`config.mk`:
```
export PLATFORM = sky130hd
export DESIGN_NAME = poadc_output_port
export DESIGN_NICKNAME = d
export VERILOG_FILES = /design/src/common/poadc_pkg.sv /design/src/poadc_output_port.sv
export SDC_FILE = /design/constraint.sdc
export NUM_CORES = 1
export LEC_CHECK = 0
export BUFFER_PORTS_ARGS = -buffer_cell sky130_fd_sc_hd__buf_2
export CAP_MARGIN = 20
export CORE_MARGIN = 2
export CORE_UTILIZATION = 61
export CTS_BUF_LIST = sky130_fd_sc_hd__clkbuf_16
export DETAILED_ROUTE_END_ITERATION = 10
export GPL_ROUTABILITY_DRIVEN = 0
export PLACE_DENSITY = 0.86
export SYNTH_ARGS = -nofsm -noshare
export SYNTH_HDL_FRONTEND = slang
export SYNTH_SLANG_ARGS = --single-unit
export TNS_END_PERCENT = 1
```
`constraint.sdc`:
```
create_clock -name core_clk -period 3.7 [get_ports core_clk]
set_input_delay 0.555 -clock core_clk [delete_from_list [all_inputs] [get_ports core_clk]]
set_output_delay 0.555 -clock core_clk [all_outputs]
set_load 0.01 [all_outputs]
```
`src/common/poadc_pkg.sv`:
```
// Package for the pipelined converter output port: constants and carried types
package poadc_pkg;
   localparam int unsigned CODE_W      = 10;            // Output code width
   localparam int unsigned NUM_STAGES  = 10;            // Pipeline stages, one bit each
   localparam int unsigned STAGE_BITS  = 2;             // 1.5-bit stage decision width
   localparam int unsigned LAT_HALF    = 11;            // Latency in half cycles (5.5 cycles)
   localparam int unsigned CODE_MSB    = CODE_W - 1;    // Bit index of the MSB on the bus
   localparam logic [CODE_W-1:0] CODE_RESET = 10'h200;  // Midscale, bipolar zero
   localparam logic [1:0] DEC_LOW  = 2'h0;              // Stage decision -1
   localparam logic [1:0] DEC_MID  = 2'h1;              // Stage decision 0
   localparam logic [1:0] DEC_HIGH = 2'h2;              // Stage decision +1

   // Redundant decisions of all stages for one sample, stage 0 first
   typedef logic [NUM_STAGES-1:0][STAGE_BITS-1:0] poadc_dec_t;

   // One sample travelling down the half-cycle pipeline
   typedef struct packed {
      logic       valid;
      poadc_dec_t dec;
   } poadc_smp_t;

   // Operating mode from the sleep and drive-enable pins
   typedef enum logic [1:0] {
      POADC_RUN,
      POADC_HOLD,
      POADC_FLOAT
   } poadc_mode_t;
endpackage

```
`src/poadc_output_port.sv`:
```
// Digital output port of a 10-bit pipelined converter: pipeline, correction, bus drive
//
// Notes on behaviour
// - Code appears 5.5 clocks after sample.
// - Samples are captured on falling clock edge.
// - Output word valid at rising clock edge.
// - Ten stages, one stage per half cycle.
// - Correction merges redundant 1.5-bit decisions.
// - Straight offset binary, zero is midscale.
// - Minus one LSB gives 01 1111 1111.
// - Bus bit 9 is MSB, bit 0 LSB.
// - Sleep request high powers down conversion.
// - Drive enable low drives, high disables.
// - Both pins high floats the data bus.
// - Enable low during sleep holds last word.
`timescale 1ns/1ps
module poadc_output_port
   import poadc_pkg::*;
(
   input  wire logic                     core_clk,        // Conversion clock, 50 MHz
   input  wire logic                     rstn,            // Synchronous reset, active low
   input  wire poadc_pkg::poadc_dec_t    stage_dec,       // Stage quantizer decisions, async to clock
   input  wire logic                     sleep_request,   // Power-down request pin, high = sleep
   input  wire logic                     drive_en_n,      // Output drive enable pin, active low
   output logic [poadc_pkg::CODE_W-1:0]  sample_code_bus, // Output code, bit 9 MSB
   output logic [poadc_pkg::CODE_W-1:0]  sample_code_oe_n,// Per-bit drive enable, low = driving
   output logic                          sample_valid     // Word on bus belongs to a filled pipeline
);
   import poadc_pkg::*;

   // Correction: sum decisions weighted by stage position, offset into binary
   function automatic logic [CODE_W-1:0] poadc_correct(input poadc_dec_t d);
      logic [CODE_W+1:0] acc;
      acc = {2'h0, CODE_RESET};
      for (int i = 0; i < NUM_STAGES; i++) begin
         if (d[i] == DEC_HIGH) begin
            acc = acc + ((CODE_W+2)'(1) << (NUM_STAGES - 1 - i));
         end else if (d[i] == DEC_LOW) begin
            acc = acc - ((CODE_W+2)'(1) << (NUM_STAGES - 1 - i));
         end
      end
      // Clip so every code between the rails stays reachable
      if (acc[CODE_W+1]) begin
         return '0;
      end else if (acc[CODE_W]) begin
         return '1;
      end
      return acc[CODE_W-1:0];
   endfunction

   // Pin synchronisers, two flops each
   logic [1:0]  sleep_sync_reg, sleep_sync_next;
   logic [1:0]  oen_sync_reg, oen_sync_next;
   poadc_dec_t  dec_s1_reg, dec_s1_next, dec_s2_reg, dec_s2_next;

   always_comb begin
      sleep_sync_next = {sleep_sync_reg[0], sleep_request};
      oen_sync_next   = {oen_sync_reg[0], drive_en_n};
      dec_s1_next     = stage_dec;
      dec_s2_next     = dec_s1_reg;
   end

   always_ff @(posedge core_clk) begin
      if (!rstn) begin
         sleep_sync_reg <= 2'h0;
         oen_sync_reg   <= 2'h3;
         dec_s1_reg     <= '0;
         dec_s2_reg     <= '0;
      end else begin
         sleep_sync_reg <= sleep_sync_next;
         oen_sync_reg   <= oen_sync_next;
         dec_s1_reg     <= dec_s1_next;
         dec_s2_reg     <= dec_s2_next;
      end
   end

   logic sleep_s;
   logic oen_s;
   assign sleep_s = sleep_sync_reg[1];
   assign oen_s   = oen_sync_reg[1];

   // Mode decode from synchronised pins
   poadc_mode_t mode;
   always_comb begin
      if (sleep_s && oen_s) begin
         mode = POADC_FLOAT;
      end else if (sleep_s) begin
         mode = POADC_HOLD;
      end else begin
         mode = POADC_RUN;
      end
   end

   // Falling-edge sample capture, the first half-cycle stage
   poadc_smp_t fall_reg, fall_next;
   always_comb begin
      fall_next.valid = !sleep_s;
      fall_next.dec   = dec_s2_reg;
   end

   always_ff @(negedge core_clk) begin
      if (!rstn) begin
         fall_reg <= '0;
      end else begin
         fall_reg <= fall_next;
      end
   end

   // Half-cycle pipeline: odd steps on falling edge, even steps on rising edge.
   // Stage 1 is fall_reg; stages 2..LAT_HALF-1 alternate edges.
   localparam int unsigned RISE_N = LAT_HALF / 2;           // Rising-edge stages
   localparam int unsigned FALL_N = LAT_HALF / 2 - 1;       // Further falling-edge stages
   poadc_smp_t rise_reg [RISE_N];
   poadc_smp_t rise_next [RISE_N];
   poadc_smp_t fpipe_reg [FALL_N];
   poadc_smp_t fpipe_next [FALL_N];

   always_comb begin
      rise_next[0] = fall_reg;
      for (int k = 1; k < RISE_N; k++) begin
         rise_next[k] = fpipe_reg[k-1];
      end
      for (int k = 0; k < FALL_N; k++) begin
         fpipe_next[k] = rise_reg[k];
      end
      if (sleep_s) begin
         // Powered down: stages stop and drop their samples, so no stale word is marked valid after wake
         for (int k = 0; k < RISE_N; k++) begin
            rise_next[k]       = rise_reg[k];
            rise_next[k].valid = 1'b0;
         end
         for (int k = 0; k < FALL_N; k++) begin
            fpipe_next[k]       = fpipe_reg[k];
            fpipe_next[k].valid = 1'b0;
         end
      end
   end

   always_ff @(posedge core_clk) begin
      if (!rstn) begin
         for (int k = 0; k < RISE_N; k++) begin
            rise_reg[k] <= '0;
         end
      end else begin
         for (int k = 0; k < RISE_N; k++) begin
            rise_reg[k] <= rise_next[k];
         end
      end
   end

   always_ff @(negedge core_clk) begin
      if (!rstn) begin
         for (int k = 0; k < FALL_N; k++) begin
            fpipe_reg[k] <= '0;
         end
      end else begin
         for (int k = 0; k < FALL_N; k++) begin
            fpipe_reg[k] <= fpipe_next[k];
         end
      end
   end

   // Output latch on rising edge: corrected code, held in power-down
   logic [CODE_W-1:0] code_reg, code_next;
   logic              valid_reg, valid_next;
   poadc_smp_t        last_smp;
   assign last_smp = rise_reg[RISE_N-1];

   always_comb begin
      code_next  = code_reg;
      valid_next = valid_reg;
      if (mode == POADC_RUN) begin
         code_next  = poadc_correct(last_smp.dec);
         valid_next = last_smp.valid;
      end else begin
         valid_next = 1'b0;
      end
   end

   always_ff @(posedge core_clk) begin
      if (!rstn) begin
         code_reg  <= CODE_RESET;
         valid_reg <= 1'b0;
      end else begin
         code_reg  <= code_next;
         valid_reg <= valid_next;
      end
   end

   // Bus drive: MSB on bit 9, enable low while driving
   assign sample_code_bus  = code_reg;
   assign sample_code_oe_n = {CODE_W{oen_s}};
   assign sample_valid     = valid_reg;

   // Assertions
   property p_float_when_both_high;
      @(posedge core_clk) disable iff (!rstn)
      (sleep_s && oen_s) |-> (&sample_code_oe_n);
   endproperty
   a_float_when_both_high: assert property (p_float_when_both_high)
      else $error("Bus not floated with sleep and disable");

   property p_drive_follows_enable;
      @(posedge core_clk) disable iff (!rstn)
      !oen_s |-> (sample_code_oe_n == '0);
   endproperty
   a_drive_follows_enable: assert property (p_drive_follows_enable)
      else $error("Bus not driven with enable low");

   property p_hold_in_sleep;
      @(posedge core_clk) disable iff (!rstn)
      (sleep_s && $past(sleep_s)) |-> $stable(sample_code_bus);
   endproperty
   a_hold_in_sleep: assert property (p_hold_in_sleep)
      else $error("Output word changed during power-down");

   property p_no_valid_in_sleep;
      @(posedge core_clk) disable iff (!rstn)
      sleep_s |=> !sample_valid;
   endproperty
   a_no_valid_in_sleep: assert property (p_no_valid_in_sleep)
      else $error("Valid word during power-down");

   property p_latency;
      @(posedge core_clk) disable iff (!rstn)
      fall_reg.valid ##0 (!sleep_s [*6]) |=> (sample_code_bus == poadc_correct($past(fall_reg.dec, 6)));
   endproperty
   a_latency: assert property (p_latency)
      else $error("Code not presented after pipeline latency");

   property p_midscale;
      @(posedge core_clk) disable iff (!rstn)
      (mode == POADC_RUN && last_smp.dec == {NUM_STAGES{DEC_MID}}) |=> (sample_code_bus == CODE_RESET);
   endproperty
   a_midscale: assert property (p_midscale)
      else $error("Bipolar zero not midscale");

   property p_refill;
      @(posedge core_clk) disable iff (!rstn)
      $fell(sleep_s) |-> !sample_valid [*4];
   endproperty
   a_refill: assert property (p_refill)
      else $error("Valid before pipeline refilled");

   property p_code_in_run;
      @(posedge core_clk) disable iff (!rstn)
      (mode == POADC_RUN) |=> (sample_code_bus == poadc_correct($past(last_smp.dec)));
   endproperty
   a_code_in_run: assert property (p_code_in_run)
      else $error("Output word not updated at rising edge");

   c_run_valid:  cover property (@(posedge core_clk) disable iff (!rstn) sample_valid [*4]);
   c_hold:       cover property (@(posedge core_clk) disable iff (!rstn) mode == POADC_HOLD ##1 mode == POADC_HOLD);
   c_float:      cover property (@(posedge core_clk) disable iff (!rstn) mode == POADC_FLOAT);
   c_wake:       cover property (@(posedge core_clk) disable iff (!rstn) $fell(sleep_s) ##[1:20] sample_valid);
endmodule

```
==> run_results.csv <==
group,metric,value,unit
clock_tree,cts_root_buf,"clkbuf_16",
final_layout,multiInputGateArea,0.00439,sq mm
pwr,p_int,4.89,mW
clock_tree,postCtsResizedCells,0,
route,drt_pass1_iterations,4,
route,viasPerCell,4.94,
synthesis,yosys.area_share.adder,0.125,%
sta,maxSlewViolCount,0,
setup_path,crit_start,"sleep_sync_reg[1]$_SDFF_PN0_",
route,wl,15.0,mm
floorplan,die_x,132,microns
sta,setup_tns,0,ns
pwr,p_sw,1.48,mW
placement,placed_area,0.0103,sq mm
setup_path,timing.rr.end,"fpipe_reg[2][7]$_SDFFE_NN0N_",
clock_tree,cts_inserted_buffers,27,
global_routing,antenna_found_initial,0,
synthesis,synth-async-reset-ratio,0,%
synthesis,synthFlopType,"dfxtp_1",
synthesis,syn_area,0.0100,sq mm
synthesis,ys_types,61,
floorplan,design.core.area,0.0160,sq mm
setup_path,worstPathArrival,1.75,ns
pwr,p_total,6.38,mW
route,drt-initial-drc-count,247,
status,status,"finished, final reports clean",
floorplan,io_pins,45,
setup_path,worstSetupPathType,"register to register",
final_layout,layout_common_cells,"dfxtp_1 (264), nor2b_1 (184), mux2i_1 (180)",
clock_tree,cts_tree,"yes",
route,wl_per_cell,11.9,microns
run,drv_cap,0,
clock_tree,hold_buffers,0,
setup_path,cp_max_fo,52,
route,drc_errors,0,
sta,tightestPinTransition,0.813,ns
setup_path,crit_path_start_kind,"register",
clock_tree,clk_latency,0.59,ns
floorplan,row_count,46,
setup_path,rr_startpoint,"sleep_sync_reg[1]$_SDFF_PN0_",
setup_path,r2r_setup_slack,0.56,ns
placement,dp_hpwl,8.87,mm
global_routing,grt_usage,17.2,%
sta,slew_headroom,45.7,%
sta,hold_viol_final,0,
route,drt-met1-wl,6.97,mm
pwr,comb_power_share,2.9,%
sta,finClkSkew,0.0607,ns
floorplan,initial_core_util,62.7,%
setup_path,worstPathRequired,2.31,ns
synthesis,synth_top_family_by_area,"simple AND/OR/NAND/NOR gates",
final_layout,largest_reg_flops,105,
pwr,irDropWorstVdd,0.000488,V
synthesis,synth_edf_count,0,
clock_tree,clkTransAtPathRegs,0.06,ns
pwr,clock_power_share,51.4,%
pwr,power.density,545,mW/mm^2
route,wl_met3,456,microns
final_layout,area_growth,16.6,%
global_routing,grt_max_degree,151,
pwr,switching_share,23.3,%
setup_path,critPathCaptureType,"register",
final_layout,diodes,0,
route,vias,6267,
setup_path,ff2ff_path_depth,3,
route,ant_nets,0,
synthesis,syn_nets,938,
clock_tree,htreeDepth,1,
placement,dp.cells,1114,
synthesis,synth_compound_area_share,4.35,%
sta,setup_viol,0,
clock_tree,cts.sinks,265,
route,dr.max_layer_used,"met4",
global_routing,grt_pass1_wl,26.4,mm
final_layout,stdcell_area,0.0117,sq mm
final_layout,nNetsFinal,1056,
global_routing,gr-total-overflow,0,
pwr,leakage,4.55,nW
worst_hold_path,hold_path.class,"input pin to register",
setup_path,crit_path_end,"fpipe_reg[2][7]$_SDFFE_NN0N_",
floorplan,die-area,0.0175,sq mm
global_routing,grt_pass1_vias,5969,
synthesis,synthMuxAreaShare,18.1,%
synthesis,synth_xor_area_share,1.14,%
clock_tree,post-cts-setup-buffer-count,0,
clock_tree,clock_path_buffers,3,
final_layout,drive_above_1_share,11.4,%
final_layout,fin_cells,1268,
synthesis,synth-simple-area-share,20.1,%
floorplan,die_y,132,microns
placement,port_buffers,44,
synthesis,syn_area_per_cell,11.0,sq um
sta,rsz0062_at_grt,"false",
final_layout,seq_area,0.00531,sq mm
synthesis,yosysSeqAreaShare,52.9,%
pwr,pwr-share-seq,45.8,%
synthesis,yosys_warnings,0,
route,met2_length,7.26,mm
synthesis,synthCells,913,
final_layout,fillerInstances,1128,
synthesis,ys_ff_latch,265,
final_layout,final_common_cell,"dfxtp_1",
worst min path at each step:
stage          cells after the start  slack (ns)                  startpoint                         end
2_1_floorplan                      1        0.39  oen_sync_reg[0]$_SDFF_PN1_  oen_sync_reg[1]$_SDFF_PN1_
3_3_place_gp                       1        0.39  oen_sync_reg[0]$_SDFF_PN1_  oen_sync_reg[1]$_SDFF_PN1_
3_5_place_dp                       1        0.40  oen_sync_reg[0]$_SDFF_PN1_  oen_sync_reg[1]$_SDFF_PN1_
6_report                           2        0.20                  drive_en_n  oen_sync_reg[0]$_SDFF_PN1_
5_1_grt                            2        0.19                  drive_en_n  oen_sync_reg[0]$_SDFF_PN1_
4_1_cts                            2        0.18                  drive_en_n  oen_sync_reg[0]$_SDFF_PN1_
metal layers:
layer / track usage [%] / up-vias
li1: - / 3279
met1: 21.7 / 2880
met2: 30.6 / 80
met3: 2.92 / 28
met4: 4.60 / 0
met5: 0 / -
cells by family (layout without fill, tap and decap cells):
| kind of cell | Yosys count | after routing |
|---|---|---|
| muxes | 181 | 181 |
| DFF | 265 | 265 |
| AOI/OAI and AO/OA | 54 | 54 |
| buffers and inverters | 74 | 213 |
| xor gates and xnor gates | 13 | 13 |
| adders and majority gates | 1 | 1 |
| and+or+nand+nor | 325 | 325 |
synthesized netlist by cell type (all sizes together) (2+ instances only):
| library cell | number | area share, % |
|---|---|---|
| nor3b | 4 | 0.30 |
| or2 | 3 | 0.19 |
| nand3 | 5 | 0.25 |
| nor2b | 184 | 11 |
| a22oi | 8 | 1.0 |
| o211a | 2 | 0.20 |
| a21oi | 12 | 0.60 |
| dfxtp | 265 | 53 |
| o21ai | 8 | 0.40 |
| nor3 | 5 | 0.30 |
| buf | 34 | 1.8 |
| o211ai | 2 | 0.20 |
| o21bai | 2 | 0.15 |
| o21a | 2 | 0.15 |
| and4b | 2 | 0.24 |
| and2 | 76 | 4.7 |
| nor2 | 10 | 0.37 |
| mux2i | 180 | 18 |
| nand2 | 19 | 0.71 |
| or3b | 4 | 0.37 |
| inv | 3 | 0.11 |
| xor2 | 3 | 0.26 |
| nand2b | 2 | 0.12 |
| o221ai | 4 | 0.35 |
| clkbuf | 37 | 1.4 |
| xnor2 | 10 | 0.87 |
| or3 | 3 | 0.19 |
layout make-up:
| cell class | count | share of cell area (%) |
|---|---|---|
| sequential | 265 | 45.4 |
| multi-input combinational | 574 | 37.5 |
| clock buffer | 30 | 6.42 |
| clock inverter | 125 | 5.14 |
| timing repair buffer | 56 | 3.10 |
| tap | 216 | 2.31 |
| inverter | 2 | 0.0642 |
through the flow:
step	hold WS [ns]	worst slack, ns	utilization, %
floorplan	0.386	0.263	-
global placement	0.390	0.464	64.6
detailed placement	0.399	0.461	64.6
CTS	0.182	0.555	73.1
global route	0.189	0.451	73.1
finish	0.197	0.561	73.1
power groups by stage:
stage                     combinational (mW)  sequential [mW]  clock (mW)
after global routing                   0.198             2.92        3.57
after global placement                 0.181             2.97       0.173
final                                  0.182             2.92        3.28
after floorplan                        0.152             2.96       0.173
after detailed placement               0.183             2.97       0.173
after CTS                              0.184             2.92        3.35
critical path, stage by stage (launching register included):
cell and delay, ns:
dfxtp_4 0.49, buf_12 0.36, mux2i_1 0.27, nor2b_1 0.07
Note: power is estimated with default switching activity, not from simulation.
